`src/xlcr_defines.svh`:
```
`ifndef XLCR_DEFINES_SVH
`define XLCR_DEFINES_SVH
// Summary of operation
// - extended status reads all zeros; writes to it are dropped.
// - a global write overwrites the per-lane settings except loopback and power down (lane bits 3, 0).
// - global bit 15 reads zero, writes ignored.
// - global bit 14 enables deskew machine; resets to 0.
// - global bit 13 enables lane synchronization machine; resets to 0.
// - global bit 12 enables inter-packet gap machine; resets to 0.
// - lane clock compensation is lane bit 11 OR global bit 11.
// - multifunction output picks io standard, comma, signal loss or pattern pass.
// - lane a uses status bits 0 and 4; select ORs lane and global.
// - signal loss detection needs lane bit 8 AND global bit 8; default 1.
// - global bits 7,6 writable only while strap low; effective ORs the strap.
// - lane configuration bits 7,6 are lane OR global OR strap values.
// - preemphasis bits 5,4 are lane OR global values.
// - global bit 3 reads zero, writes ignored.
// - pattern test on all lanes is global bit 2 OR strap; strap locks bit.
// - lane a pattern test is lane bit 2 OR global bit 2 OR strap.
// - comma detection on all lanes needs global bit 1 AND sync pin.
// - lane a comma detection needs lane bit 1, global bit 1, sync pin.
// - lane a loopback is lane bit 3 OR pin OR control bit 14; pin locks bit.
// - lane a power down is lane bit 0 OR control bit 11.
// - lane bits 15:12 read zero, writes ignored.
// - forced bits ignore writes and keep their stored value for later.
`define XLCR_REG_EXT_STATUS 5'h0F
`define XLCR_REG_GLOBAL 5'h10
`define XLCR_REG_LANE_A 5'h11
`define XLCR_BIT_DESKEW 14
`define XLCR_BIT_SYNC_SM 13
`define XLCR_BIT_IPG 12
`define XLCR_BIT_CTC 11
`define XLCR_BIT_MF_HI 10
`define XLCR_BIT_MF_LO 9
`define XLCR_BIT_LOS 8
`define XLCR_BIT_CFG_HIGH 7
`define XLCR_BIT_CFG_LOW 6
`define XLCR_BIT_PRE_HIGH 5
`define XLCR_BIT_PRE_LOW 4
`define XLCR_BIT_LOOPBACK 3
`define XLCR_BIT_PRBS 2
`define XLCR_BIT_COMMA 1
`define XLCR_BIT_PWRDN 0
`define XLCR_STAT_LOS_A 0
`define XLCR_STAT_PRBS_A 4
`define XLCR_GLOBAL_RESET 16'h0102
`define XLCR_LANE_RESET 16'h0102
`define XLCR_GLOBAL_WMASK 16'h7FF6
`define XLCR_LANE_WMASK 16'h0FFF
`define XLCR_COPY_MASK 16'h0FF6
`define XLCR_STRAP_CFG_HIGH 0
`define XLCR_STRAP_CFG_LOW 1
`define XLCR_STRAP_PRBS 2
`define XLCR_STRAP_SYNC 3
`define XLCR_STRAP_LPBK 4
`define XLCR_PREAMBLE_LEN 6'h20
`define XLCR_OP_READ 2'h2
`define XLCR_OP_WRITE 2'h1
`endif

```
`src/xlcr_pkg.sv`:
```
package xlcr_pkg;
  typedef enum logic [2:0] {
    ST_IDLE = 3'b000,
    ST_START = 3'b001,
    ST_OP = 3'b010,
    ST_PHY = 3'b011,
    ST_REG = 3'b100,
    ST_TA = 3'b101,
    ST_WDATA = 3'b110,
    ST_RDATA = 3'b111
  } xlcr_mdio_state_type;

  typedef struct packed {
    logic deskew;
    logic sync_sm;
    logic inter_packet_gap;
    logic ctc_a;
    logic mf_a;
    logic los_a;
    logic cfg_high_a;
    logic cfg_low_a;
    logic preemph_bit_high_a;
    logic preemph_bit_low_a;
    logic prbs_all;
    logic prbs_a;
    logic comma_all;
    logic comma_a;
    logic loop_a;
    logic pwrdn_a;
  } xlcr_eff_type;

  typedef struct packed {
    logic mdc_s1;
    logic mdc_s2;
    logic mdc_prev;
    logic mdio_s1;
    logic mdio_s2;
    logic [4:0] strap_s1;
    logic [4:0] strap_s2;
    logic [4:0] phy_s1;
    logic [4:0] phy_s2;
    xlcr_mdio_state_type st;
    logic [5:0] cnt;
    logic [1:0] op;
    logic [4:0] phy;
    logic [4:0] regad;
    logic [15:0] shift;
    logic [15:0] glob;
    logic [15:0] lane;
    logic mdio_out;
    logic mdio_oe_n;
  } xlcr_mgmt_state_type;
endpackage

```
`src/xlcr_cfg_if.sv`:
```
`timescale 1ns/1ps
interface xlcr_cfg_if;
  import xlcr_pkg::*;
  logic [15:0] glob;
  logic [15:0] lane;
  logic [4:0] straps;
  logic ctrl_loopback;
  logic ctrl_power_down;
  logic io_std_hstl;
  logic comma_detected;
  logic [7:0] lane_status;
  xlcr_eff_type eff;
  modport regs (
    output glob, lane, straps, ctrl_loopback, ctrl_power_down,
    output io_std_hstl, comma_detected, lane_status,
    input eff
  );
  modport comb (
    input glob, lane, straps, ctrl_loopback, ctrl_power_down,
    input io_std_hstl, comma_detected, lane_status,
    output eff
  );
endinterface

```
`src/xlcr_lane_config_regs.sv`:
```
`timescale 1ns/1ps
`include "xlcr_defines.svh"
module xlcr_lane_config_regs (
  // clock and reset
  input wire logic sys_clk_i,
  input wire logic rst_n_i,
  // management serial pins
  input wire logic mdc_i,
  input wire logic mdio_i,
  output logic mdio_o,
  output logic mdio_oe_n_o,
  input wire logic [4:0] phy_addr_i,
  // strap pins
  input wire logic cfg_strap_high_i,
  input wire logic cfg_strap_low_i,
  input wire logic pattern_test_strap_i,
  input wire logic sync_enable_pin_i,
  input wire logic lane_a_loopback_pin_i,
  // control register and lane status
  input wire logic ctrl_loopback_i,
  input wire logic ctrl_power_down_i,
  input wire logic io_std_hstl_i,
  input wire logic comma_detected_i,
  input wire logic [7:0] lane_status_i,
  // global enables
  output logic deskew_en_o,
  output logic sync_sm_en_o,
  output logic inter_packet_gap_en_o,
  output logic prbs_all_en_o,
  output logic comma_all_en_o,
  // lane a controls
  output logic lane_a_ctc_en_o,
  output logic lane_a_multifunction_output_o,
  output logic lane_a_los_en_o,
  output logic lane_a_cfg_high_o,
  output logic lane_a_cfg_low_o,
  output logic lane_a_preemph_bit_high_o,
  output logic lane_a_preemph_bit_low_o,
  output logic lane_a_prbs_en_o,
  output logic lane_a_comma_en_o,
  output logic lane_a_loopback_o,
  output logic lane_a_power_down_o
);
  import xlcr_pkg::*;

  xlcr_mgmt_state_type d;
  xlcr_mgmt_state_type q;
  xlcr_cfg_if cif ();
  logic [15:0] lock;
  logic [15:0] wdata;
  logic [4:0] regad_full;
  logic bit_in;
  logic rise;
  logic wr_glob;
  logic wr_lane;
  logic addr_done;
  logic data_done;

  // bits held by a strap pin
  function automatic logic [15:0] lock_mask(input logic [4:0] s);
    lock_mask = 16'h0000;
    lock_mask[`XLCR_BIT_CFG_HIGH] = s[`XLCR_STRAP_CFG_HIGH];
    lock_mask[`XLCR_BIT_CFG_LOW] = s[`XLCR_STRAP_CFG_LOW];
    lock_mask[`XLCR_BIT_PRBS] = s[`XLCR_STRAP_PRBS];
    lock_mask[`XLCR_BIT_LOOPBACK] = s[`XLCR_STRAP_LPBK];
  endfunction

  // read view of one register
  function automatic logic [15:0] read_view(input logic [4:0] a, input logic [15:0] g,
                                            input logic [15:0] l, input logic [15:0] k);
    case (a)
      `XLCR_REG_GLOBAL: begin
        read_view = (g | k) & `XLCR_GLOBAL_WMASK;
      end
      `XLCR_REG_LANE_A: begin
        read_view = (l | k) & `XLCR_LANE_WMASK;
      end
      default: begin
        read_view = 16'h0000;
      end
    endcase
  endfunction

  always_comb begin
    d = q;
    wr_glob = 1'b0;
    wr_lane = 1'b0;
    lock = lock_mask(q.strap_s2);
    bit_in = q.mdio_s2;
    wdata = {q.shift[14:0], bit_in};
    regad_full = {q.regad[3:0], bit_in};
    rise = q.mdc_s2 & ~q.mdc_prev;
    d.mdc_s1 = mdc_i;
    d.mdc_s2 = q.mdc_s1;
    d.mdc_prev = q.mdc_s2;
    d.mdio_s1 = mdio_i;
    d.mdio_s2 = q.mdio_s1;
    d.strap_s1 = {lane_a_loopback_pin_i, sync_enable_pin_i, pattern_test_strap_i,
                  cfg_strap_low_i, cfg_strap_high_i};
    d.strap_s2 = q.strap_s1;
    d.phy_s1 = phy_addr_i;
    d.phy_s2 = q.phy_s1;
    if (rise) begin
      case (q.st)
        ST_IDLE: begin
          if (bit_in) begin
            if (q.cnt != `XLCR_PREAMBLE_LEN) begin
              d.cnt = q.cnt + 6'h01;
            end
          end else if (q.cnt == `XLCR_PREAMBLE_LEN) begin
            d.st = ST_START;
            d.cnt = 6'h00;
          end else begin
            d.cnt = 6'h00;
          end
        end
        ST_START: begin
          d.st = bit_in ? ST_OP : ST_IDLE;
        end
        ST_OP: begin
          d.op = {q.op[0], bit_in};
          d.cnt = q.cnt + 6'h01;
          if (q.cnt == 6'h01) begin
            d.cnt = 6'h00;
            if (d.op == `XLCR_OP_READ || d.op == `XLCR_OP_WRITE) begin
              d.st = ST_PHY;
            end else begin
              d.st = ST_IDLE;
            end
          end
        end
        ST_PHY: begin
          d.phy = {q.phy[3:0], bit_in};
          d.cnt = q.cnt + 6'h01;
          if (q.cnt == 6'h04) begin
            d.cnt = 6'h00;
            d.st = ST_REG;
          end
        end
        ST_REG: begin
          d.regad = regad_full;
          d.cnt = q.cnt + 6'h01;
          if (q.cnt == 6'h04) begin
            d.cnt = 6'h00;
            d.st = (q.phy == q.phy_s2) ? ST_TA : ST_IDLE;
            d.shift = read_view(regad_full, q.glob, q.lane, lock);
          end
        end
        ST_TA: begin
          d.cnt = q.cnt + 6'h01;
          if (q.cnt == 6'h00) begin
            if (q.op == `XLCR_OP_READ) begin
              d.mdio_out = 1'b0;
              d.mdio_oe_n = 1'b0;
            end
          end else begin
            d.cnt = 6'h00;
            if (q.op == `XLCR_OP_READ) begin
              d.mdio_out = q.shift[15];
              d.shift = {q.shift[14:0], 1'b0};
              d.st = ST_RDATA;
            end else begin
              d.st = ST_WDATA;
            end
          end
        end
        ST_WDATA: begin
          d.shift = wdata;
          d.cnt = q.cnt + 6'h01;
          if (q.cnt == 6'h0F) begin
            d.cnt = 6'h00;
            d.st = ST_IDLE;
            case (q.regad)
              `XLCR_REG_GLOBAL: begin
                wr_glob = 1'b1;
                d.glob = (q.glob & ~(`XLCR_GLOBAL_WMASK & ~lock)) |
                         (wdata & `XLCR_GLOBAL_WMASK & ~lock);
                d.lane = (q.lane & ~(`XLCR_COPY_MASK & ~lock)) |
                         (wdata & `XLCR_COPY_MASK & ~lock);
              end
              `XLCR_REG_LANE_A: begin
                wr_lane = 1'b1;
                d.lane = (q.lane & ~(`XLCR_LANE_WMASK & ~lock)) |
                         (wdata & `XLCR_LANE_WMASK & ~lock);
              end
              default: begin
                d.cnt = 6'h00;
              end
            endcase
          end
        end
        ST_RDATA: begin
          d.cnt = q.cnt + 6'h01;
          if (q.cnt == 6'h0F) begin
            d.cnt = 6'h00;
            d.mdio_out = 1'b1;
            d.mdio_oe_n = 1'b1;
            d.st = ST_IDLE;
          end else begin
            d.mdio_out = q.shift[15];
            d.shift = {q.shift[14:0], 1'b0};
          end
        end
        default: begin
          d.st = ST_IDLE;
        end
      endcase
    end
  end

  always_ff @(posedge sys_clk_i) begin
    if (!rst_n_i) begin
      q <= '0;
      q.st <= ST_IDLE;
      q.glob <= `XLCR_GLOBAL_RESET;
      q.lane <= `XLCR_LANE_RESET;
      q.mdio_out <= 1'b1;
      q.mdio_oe_n <= 1'b1;
    end else begin
      q <= d;
    end
  end

  assign cif.glob = q.glob;
  assign cif.lane = q.lane;
  assign cif.straps = q.strap_s2;
  assign cif.ctrl_loopback = ctrl_loopback_i;
  assign cif.ctrl_power_down = ctrl_power_down_i;
  assign cif.io_std_hstl = io_std_hstl_i;
  assign cif.comma_detected = comma_detected_i;
  assign cif.lane_status = lane_status_i;

  xlcr_lane_combine u_combine (
    .sys_clk_i(sys_clk_i),
    .rst_n_i(rst_n_i),
    .cif(cif.comb)
  );

  assign mdio_o = q.mdio_out;
  assign mdio_oe_n_o = q.mdio_oe_n;
  assign deskew_en_o = cif.eff.deskew;
  assign sync_sm_en_o = cif.eff.sync_sm;
  assign inter_packet_gap_en_o = cif.eff.inter_packet_gap;
  assign prbs_all_en_o = cif.eff.prbs_all;
  assign comma_all_en_o = cif.eff.comma_all;
  assign lane_a_ctc_en_o = cif.eff.ctc_a;
  assign lane_a_multifunction_output_o = cif.eff.mf_a;
  assign lane_a_los_en_o = cif.eff.los_a;
  assign lane_a_cfg_high_o = cif.eff.cfg_high_a;
  assign lane_a_cfg_low_o = cif.eff.cfg_low_a;
  assign lane_a_preemph_bit_high_o = cif.eff.preemph_bit_high_a;
  assign lane_a_preemph_bit_low_o = cif.eff.preemph_bit_low_a;
  assign lane_a_prbs_en_o = cif.eff.prbs_a;
  assign lane_a_comma_en_o = cif.eff.comma_a;
  assign lane_a_loopback_o = cif.eff.loop_a;
  assign lane_a_power_down_o = cif.eff.pwrdn_a;

  assign addr_done = rise && q.st == ST_REG && q.cnt == 6'h04;
  assign data_done = rise && q.st == ST_WDATA && q.cnt == 6'h0F;
endmodule

```
`src/xlcr_lane_combine.sv`:
```
`timescale 1ns/1ps
`include "xlcr_defines.svh"
module xlcr_lane_combine (
  // clock and reset
  input wire logic sys_clk_i,
  input wire logic rst_n_i,
  // stored bits in, effective controls out
  xlcr_cfg_if.comb cif
);
  import xlcr_pkg::*;
  xlcr_eff_type d;
  xlcr_eff_type q;
  logic [15:0] g;
  logic [15:0] l;
  logic [4:0] s;
  logic [1:0] sel;

  always_comb begin
    g = cif.glob;
    l = cif.lane;
    s = cif.straps;
    sel = {l[`XLCR_BIT_MF_HI], l[`XLCR_BIT_MF_LO]} | {g[`XLCR_BIT_MF_HI], g[`XLCR_BIT_MF_LO]};
    d = q;
    d.deskew = g[`XLCR_BIT_DESKEW];
    d.sync_sm = g[`XLCR_BIT_SYNC_SM];
    d.inter_packet_gap = g[`XLCR_BIT_IPG];
    d.ctc_a = l[`XLCR_BIT_CTC] | g[`XLCR_BIT_CTC];
    case (sel)
      2'b00: begin
        d.mf_a = cif.io_std_hstl;
      end
      2'b01: begin
        d.mf_a = cif.comma_detected;
      end
      2'b10: begin
        d.mf_a = cif.lane_status[`XLCR_STAT_LOS_A];
      end
      default: begin
        d.mf_a = cif.lane_status[`XLCR_STAT_PRBS_A];
      end
    endcase
    d.los_a = l[`XLCR_BIT_LOS] & g[`XLCR_BIT_LOS];
    d.cfg_high_a = l[`XLCR_BIT_CFG_HIGH] | g[`XLCR_BIT_CFG_HIGH] | s[`XLCR_STRAP_CFG_HIGH];
    d.cfg_low_a = l[`XLCR_BIT_CFG_LOW] | g[`XLCR_BIT_CFG_LOW] | s[`XLCR_STRAP_CFG_LOW];
    d.preemph_bit_high_a = l[`XLCR_BIT_PRE_HIGH] | g[`XLCR_BIT_PRE_HIGH];
    d.preemph_bit_low_a = l[`XLCR_BIT_PRE_LOW] | g[`XLCR_BIT_PRE_LOW];
    d.prbs_all = g[`XLCR_BIT_PRBS] | s[`XLCR_STRAP_PRBS];
    d.prbs_a = l[`XLCR_BIT_PRBS] | g[`XLCR_BIT_PRBS] | s[`XLCR_STRAP_PRBS];
    d.comma_all = g[`XLCR_BIT_COMMA] & s[`XLCR_STRAP_SYNC];
    d.comma_a = l[`XLCR_BIT_COMMA] & g[`XLCR_BIT_COMMA] & s[`XLCR_STRAP_SYNC];
    d.loop_a = l[`XLCR_BIT_LOOPBACK] | s[`XLCR_STRAP_LPBK] | cif.ctrl_loopback;
    d.pwrdn_a = l[`XLCR_BIT_PWRDN] | cif.ctrl_power_down;
  end

  always_ff @(posedge sys_clk_i) begin
    if (!rst_n_i) begin
      q <= '0;
    end else begin
      q <= d;
    end
  end

  assign cif.eff = q;
endmodule

```
`config.mk`:
```
export PLATFORM = sky130hd
export DESIGN_NAME = xlcr_lane_config_regs
export DESIGN_NICKNAME = d
export VERILOG_FILES = /design/src/xlcr_pkg.sv /design/src/xlcr_cfg_if.sv /design/src/xlcr_lane_config_regs.sv /design/src/xlcr_lane_combine.sv
export VERILOG_INCLUDE_DIRS = /design/src
export SDC_FILE = /design/constraint.sdc
export NUM_CORES = 1
export LEC_CHECK = 0
export BUFFER_PORTS_ARGS = -buffer_cell sky130_fd_sc_hd__buf_2
export CORE_MARGIN = 2
export CORE_UTILIZATION = 58
export DETAILED_ROUTE_END_ITERATION = 8
export PLACE_DENSITY_LB_ADDON = 0.25
export SLEW_MARGIN = 30
export SYNTH_ARGS = -nofsm -noshare
export SYNTH_HDL_FRONTEND = slang
export SYNTH_SLANG_ARGS = --single-unit
```
`constraint.sdc`:
```
create_clock -name sys_clk_i -period 2.4 [get_ports sys_clk_i]
set_input_delay 0.36 -clock sys_clk_i [delete_from_list [all_inputs] [get_ports sys_clk_i]]
set_output_delay 0.36 -clock sys_clk_i [all_outputs]
set_load 0.01 [all_outputs]
```
-- After elaboration in Yosys (flattened, before gate mapping)
Cells that the tools add are included.
- word-level logic and storage cells: 154
- flip-flop bits (word level): 112
- output and inout bits: 18
- multiplexer cells: 30
- reductions and logical operators: 19
- bitwise logic cells: 35
- equal/unequal tests: 34
- $add $sub $neg: 1
- operator list (kind ; count):
    $mux W16 ; 4
    $pmux W16 S4 ; 1
    $and A16 B16 Y16 ; 3
    $or A16 B16 Y16 ; 3
    $mux W9 ; 5
    $pmux W6 S6 ; 1
    $and A12 B16 Y16 ; 2
    $not A12 Y16 ; 2
    $pmux W16 S2 ; 1
    $pmux W15 S2 ; 1
    $pmux W3 S7 ; 1
    $eq A5 B5 Y1 const B ; 4
    $ne A2 B2 Y1 const B ; 10
    $and A15 B16 Y16 ; 1
    $not A15 Y16 ; 1
    $not A8 Y16 ; 1
    $or A15 B8 Y15 ; 1
    $or A1 B1 Y1 ; 13
    $eq A3 B3 Y1 const B ; 4
    $mux W6 ; 2
    $or A12 B8 Y12 ; 1
    $mux W3 ; 3
    $reduce_and A4 Y1 ; 2
    $reduce_and A8 Y1 ; 1
    32 further kinds ; 51

-- Longest topological paths before layout
Gate-level depths: netlist of run 1.
- depth in word-level cells: 5
- depth in mapped cells: 8

-- Hierarchy
A second synthesis of run 1 with hierarchy kept.
- cells, all modules: 469
- area total of the unflattened synthesis: 4398.0 um^2
- modules (own cells, without submodules) (module ; instances ; area each (um^2) ; cells an instance):
    xlcr_lane_config_regs ; 1 ; 3928.8 ; 433
    xlcr_lane_combine ; 1 ; 469.2 ; 36

-- Worst setup path before layout of run 1
No wires, ideal clock.
- path type: reg-to-reg
- from: register q[62] in the netlist's numbering
- to: register q[40] in the netlist's numbering
- data arrival time: 1866 ps
- buffers on the path: 1
- setup slack: 442 ps
- stages on the path, launching flop included: 9
- cell sequence: dfxtp_1 inv_1 ha_1 nor4b_4 mux2i_1 a22o_1 nor2_4 buf_6 a311oi_1
- longest elaborated chain between the ends: 3
- RTL lines (element ; line ; source):
    start: declaration ; xlcr_lane_config_regs.sv:47 ; xlcr_mgmt_state_type q;
    $eq A6 B4 Y1, or another cell as far along ; n/a ;
    $ne A2 B2 Y1 (no source line) ; n/a ;
    $reduce_and A6 Y1 (no source line) * ; n/a ;
Mark *: on every way between the ends. The rest lies on a longest branch, timed or not.
A chain may end at the register's enable or synchronous reset.

-- Final worst setup path of run 1
- from: register q[62] in the netlist's numbering
- to: register q[66] in the netlist's numbering
- longest elaborated chain between the ends: 4
- RTL lines (element ; line ; source):
    $add A6 B1 Y6 ; n/a ;
    $mux W6 ; xlcr_lane_config_regs.sv:107 ; if (q.cnt != `XLCR_PREAMBLE_LEN) begin
    $mux W6 ; xlcr_lane_config_regs.sv:106 ; if (bit_in) begin
    $pmux W6 S6 ; xlcr_lane_config_regs.sv:104 ; case (q.st)
Several ways; a longest one is shown, not always the timed one. The select of a mux whose other input is x is not followed.

==> impl_metrics.ini, run 1 <==
[pwr]
fin_total_pwr_mw = 2.88
netSwitchingPower_mw = 0.675
clock_power_share = 0.346
power_density_mw_per_mm2 = 578
comb_power_share = 0.035
power_leakage_nw = 1.88
peakVddDrop_mv = 0.395
switching_share = 0.235
sequentialPowerShare = 0.619
cellInternalPower_mw = 2.20

[logic_synthesis]
synth_adder_area_share = 0.00830
post_synth_most_frequent_cells = dfxtp_1 (105), nor2_1 (64), nand2_1 (45)
synth_compound_gate_area_share = 0.147
synth_largest_area_cell = dfxtp_1
synth.cell_area_mm2 = 0.00452
number_of_synthesized_flops_with_an_enable_pin = 0
syn_avg_cell_area_um2 = 9.21
post_synth_net_total = 520
yosys_most_used_dff = dfxtp_1
synth_top_family_by_area = simple AND/OR/NAND/NOR gates
postSynthRegisterBits = 105
synth_most_common_cell = dfxtp_1
synth_cells = 491
synth.mux.area_fraction = 0.0991
synth_async_sr_flop_share = 0
yosys.area.top_type_share = 0.465
count_of_different_cell_masters_after_synthesis = 59
post_synth_main_area_contributors = dfxtp_1 (46%), mux2i_1 (8.4%), nor2_1 (5.3%)
synth_warnings = 0
synthSimpleGateAreaFrac = 0.228
synthXorXnorAreaFrac = 0.0116
synth.yosys.seq_area_share = 0.465

[worst_setup_path]
setup.reg_to_reg.worst_slack_ns = 0.26
type_of_element_launching_the_critical_path = flip-flop
path_class = flip-flop to flip-flop
timing.critical_path.arrival_ns = 2.39
crit_path_max_fanout = 6
critical_path.endpoint_type = flip-flop
critPathRequiredTime_ns = 2.65

[drt]
drc_marker_count_from_the_first_detailed_route_iteration = 302
route.detailed.drc = 0
drt-vias-per-instance = 5.68
route.detailed.wl_per_inst_um = 14.4
drt_first_pass_iters = 5
finalWirelength_um = 9050
count_of_antenna_violating_nets_left_after_detailed_routing = 0
num_vias = 3565

[floorplan]
fp.coreArea_mm2 = 0.00765
top_level_i_o_count = 44
dieArea_mm2 = 0.00852
initial_utilization = 0.591
fp-row-count = 32
die_w_um = 92.3
die_h_um = 92.3

[global_route]
antenna_found_initial = 0
track_usage = 0.224
congestion_overflow_gr = 0
grt_start_max_net_pins = 56
global_route_wire_length_before_repair_um = 15400
first_global_vias = 3313

[clock_network]
cts.root.buffer_cell = clkbuf_8
clk_pin_slew_ns = 0.11
cts_max_path_buffers = 2
cts_tree = done
h-tree-depth = 3
numClockSinks = 105
postCtsSetupBuffers = 0
post_cts_resize_count = 0
post_cts_hold_buffer_count = 0
clk-insertion-delay-late_ns = 0.36
cts_inserted_buffers = 9

[finish]
flow.area_growth_from_synthesis_pct = 10.2
layout.cell_area.non_filler_mm2 = 0.00498
final_layout_size_suffix_gt1_frac = 0.179
layout.filler_cells = 648
num_antenna_cells = 0
fin_nets = 550
finish.utilization = 0.651

[sta]
final-max-slew-violation-count = 0
final.period_utilization = 0.890
final.setup.tns_ns = 0
setup_viol_count_final = 0
clock.fmax_mhz = 468
rsz0062_at_grt = false
relSlewSlack = 0.613
worst_slew_pin_slew_ns = 0.581
layout_min_cycle_time_ns = 2.14
final.setup.worst_slack_ns = 0.265
timing.clock.skew_ns = 0.0158
timing_hold_violations_final = 0

[place]
instance_area_at_placement_mm2 = 0.00480
gp_congestion = 0.918
dp_worst_setup_slack_ns = 0.316
place.detailed.hpwl_um = 6110
buffer_ports.inserted = 37

[run_status]
run_status = completed

[hold_path]
hold_path.class = input pin to flip-flop

[job]
maxCapViolCount = 0
registers in the layout, indices dropped and copies added (netlist names), 5 cells and up, named ones only:
signal             flops
q                     43
d                     13
u_combine.cif.eff     16
cif.lane               9
cif.straps             5
cif.glob              10
final cells by class:
cell class / count / area, um^2 / share of cell area
Sequential cell: 105 / 2100 / 0.422
Inverter: 6 / 22.5 / 0.00452
Tap cell: 102 / 128 / 0.0256
Multi-Input combinational cell: 347 / 2240 / 0.450
Clock buffer: 9 / 124 / 0.0249
Clock inverter: 7 / 52.6 / 0.0106
Timing Repair Buffer: 52 / 310 / 0.0623
layout by cell type (no fill, tap or decap), drive strengths merged, types with 4 or more instances in the layout:
cell,n
a211oi,7
a21oi,36
a311oi,9
and2,30
and3,6
buf,52
clkbuf,9
clkinv,4
dfxtp,105
inv,9
mux2,4
mux2i,38
nand2,45
nand3,12
nand4b,5
nor2,65
nor2b,7
nor3,12
nor4,4
nor4b,4
o211ai,5
o21ai,13
xnor2,5
critical path, cell delays in order, from the launching register on:
cell	delay, ns
dfxtp_1	0.44
inv_1	0.07
ha_1	0.23
nor4b_4	0.14
buf_4	0.17
mux2i_1	0.15
a32oi_1	0.41
nor2_1	0.14
a32o_1	0.27
worst paths after layout:
path	startpoint	endpoint	cells past startpoint
max	q[62]	q[66]	8
min	ctrl_power_down_i	u_combine.cif.eff[0]	3
max reg2reg	q[62]	q[66]	8
min reg2reg	d[73]	q[73]	1
power by group through the flow:
stage	sequential, mW	clock, mW	combinational [mW]
2_1_floorplan	1.82	0	0.0640
4_1_cts	1.78	1.02	0.103
3_3_place_gp	1.82	0	0.0989
5_1_grt	1.79	1.10	0.113
6_report	1.78	0.994	0.101
3_5_place_dp	1.82	0	0.103
metal layers:
metal	up-vias	track usage	wire length, um	share of wire
met5	-	0	0	0
met4	0	0.0759	112	0.012
met3	8	0.0504	478	0.053
met2	114	0.354	4260	0.47
met1	1663	0.307	4210	0.46
li1	1780	-	-	-
per-stage QoR:
stage                     hold slack (ns)  std cells
after floorplan                     0.412        491
after global placement              0.414        612
after detailed placement            0.421        612
after CTS                           0.187        628
after global routing                0.184        628
final                               0.196        628
cell families (layout without fill, tap and decap cells):
logic type / after synthesis / after routing
buffers and inverters: 39 / 74
adder cells (fa/ha/maj): 3 / 3
flip-flops: 105 / 105
XOR/XNOR: 6 / 6
multiplexers: 43 / 43
AO/OA/AOI/OAI: 92 / 92
AND/OR/NAND/NOR: 203 / 203
Note: power is estimated with default switching activity, not from simulation.
==> inputs of run 2 (changes only) <==
--- a/config.mk
+++ b/config.mk
@@ -9,8 +9,9 @@
 export BUFFER_PORTS_ARGS = -buffer_cell sky130_fd_sc_hd__buf_2
 export CORE_MARGIN = 2
 export CORE_UTILIZATION = 58
+export CTS_BUF_LIST = sky130_fd_sc_hd__clkbuf_16
 export DETAILED_ROUTE_END_ITERATION = 8
-export PLACE_DENSITY_LB_ADDON = 0.25
+export PLACE_DENSITY = 0.85
 export SLEW_MARGIN = 30
 export SYNTH_ARGS = -nofsm -noshare
 export SYNTH_HDL_FRONTEND = slang
==> run 2 against run 1 <==
  * Cell count up 0.16%
  * Setup slack got worse by 0.016 ns
  * First-iteration DRC count increased by 8.3%
  * Via count up 3.2%
  * Sequential share of layout area shrank 1.0 points
  * Critical endpoint is now cif.glob[1]
  * Largest power group unchanged
==> impl_metrics.ini, run 2 (synthesis gave the netlist of run 1 again) <==
[run_status]
run_status = completed

[global_route]
congestion_overflow_gr = 0
grtUsageMet1 = 0.307
first_global_vias = 3457
globalRoute.busiestLayer = met2
grt_start_max_net_pins = 42
track_usage = 0.233
grt.met3_usage = 0.0488
antenna_found_initial = 0
global_route_wire_length_before_repair_um = 16100
gr-usage-met2 = 0.385

[finish]
largest_register_ffs = 43
final_common_cell = dfxtp_1
finish.utilization = 0.667
layout.cell_area.non_filler_mm2 = 0.00510
register_area_mm2 = 0.00210
fin_nets = 551
num_antenna_cells = 0
top_reg_by_flops = q
layout.filler_cells = 616
flow.area_growth_from_synthesis_pct = 12.8
multi_input_area_mm2 = 0.00224
most-common-layout-cells = dfxtp_1 (105), nor2_1 (64), nand2_1 (45)
final_layout_size_suffix_gt1_frac = 0.176

[worst_setup_path]
critPathRequiredTime_ns = 2.61
timing.critical_path.arrival_ns = 2.37
crit_path_max_fanout = 10
path_class = flip-flop to flip-flop
type_of_element_launching_the_critical_path = flip-flop
worst_r2r_startpoint = q[62]
setup.worst_path.start = q[62]
critical_path.endpoint_type = flip-flop

[sta]
final.setup.tns_ns = 0
final.period_utilization = 0.897
relSlewSlack = 0.331
final-max-slew-violation-count = 0
layout_min_cycle_time_ns = 2.15
worst_slew_pin_slew_ns = 1.00
clock.fmax_mhz = 465
timing.clock.skew_ns = 0.00664
setup_viol_count_final = 0
timing_hold_violations_final = 0
rsz0062_at_grt = false

[clock_network]
post_cts_resize_count = 0
post_cts_hold_buffer_count = 0
h-tree-depth = 3
numClockSinks = 105
cts_max_path_buffers = 2
clk-insertion-delay-late_ns = 0.34
clk_pin_slew_ns = 0.07
cts_tree = done
postCtsSetupBuffers = 0
cts_inserted_buffers = 9
cts.root.buffer_cell = clkbuf_16

[drt]
num_vias = 3680
finalWirelength_um = 9410
count_of_antenna_violating_nets_left_after_detailed_routing = 0
route.detailed.wl_per_inst_um = 15.0
drt_first_pass_iters = 5
drc_marker_count_from_the_first_detailed_route_iteration = 327
drt-vias-per-instance = 5.85
route.detailed.drc = 0

[place]
buffer_ports.inserted = 37
place.detailed.hpwl_um = 6160
instance_area_at_placement_mm2 = 0.00480
gp_congestion = 0.854

[floorplan]
dieArea_mm2 = 0.00852
fp-row-count = 32
top_level_i_o_count = 44
die_w_um = 92.3
fp.coreArea_mm2 = 0.00765
die_h_um = 92.3
initial_utilization = 0.591

[job]
maxCapViolCount = 0

[pwr]
power_density_mw_per_mm2 = 657
fin_total_pwr_mw = 3.35
power_leakage_nw = 1.94
peakVddDrop_mv = 0.538

[hold_path]
hold_path_startpoint = ctrl_power_down_i
hold_path.class = input pin to flip-flop
## run 2: cell types whose count changed in the layout (fill, tap and decap cells not counted), moves of 2 or more
cell	before	now
buf_4	14	16
clkbuf_8	9	0
clkbuf_16	0	9
clkinv_2	3	0
## run 2: power breakdown
part	internal [mW]	total (mW)	switching [mW]
combinational	0.0453	0.101	0.0559
clock	0.819	1.47	0.649
sequential	1.77	1.78	0.0148
## run 2: per-stage QoR
step	setup slack, ns	hold slack, ns	cells
global placement	0.378	0.414	613
CTS	0.260	0.215	629
finish	0.248	0.220	629
global route	0.113	0.219	629
detailed placement	0.282	0.421	613
floorplan	0.442	0.412	491
## run 2: metal layers
metal,up-vias,share of wire
met4,0,0.014
met5,-,0
met3,16,0.063
met2,149,0.47
met1,1724,0.45
li1,1791,-
## run 2: path summary, 6_finish.rpt
| kind | cells after the start | endpoint | slack [ns] |
|---|---|---|---|
| worst max-delay path | 8 | cif.glob[1] | 0.25 |
| worst min-delay path | 3 | u_combine.cif.eff[0] | 0.22 |
| worst max register to register | 8 | cif.glob[1] | 0.25 |
| worst min register to register | 1 | cif.straps[2] | 0.43 |
## run 2: layout make-up
cell class / count / share of cell area
Tap cell: 102 / 0.0250
Timing Repair Buffer: 53 / 0.0598
Clock inverter: 7 / 0.0154
Sequential cell: 105 / 0.412
Inverter: 6 / 0.00441
Multi-Input combinational cell: 347 / 0.439
Clock buffer: 9 / 0.0441
## run 2: critical path: stages, from the launching register on
cell     delay, ns
dfxtp_1       0.43
ha_1          0.25
and3_1        0.26
nand2_1       0.16
buf_4         0.22
nor3_2        0.16
buf_4         0.25
mux2i_1       0.23
nand2_1       0.07
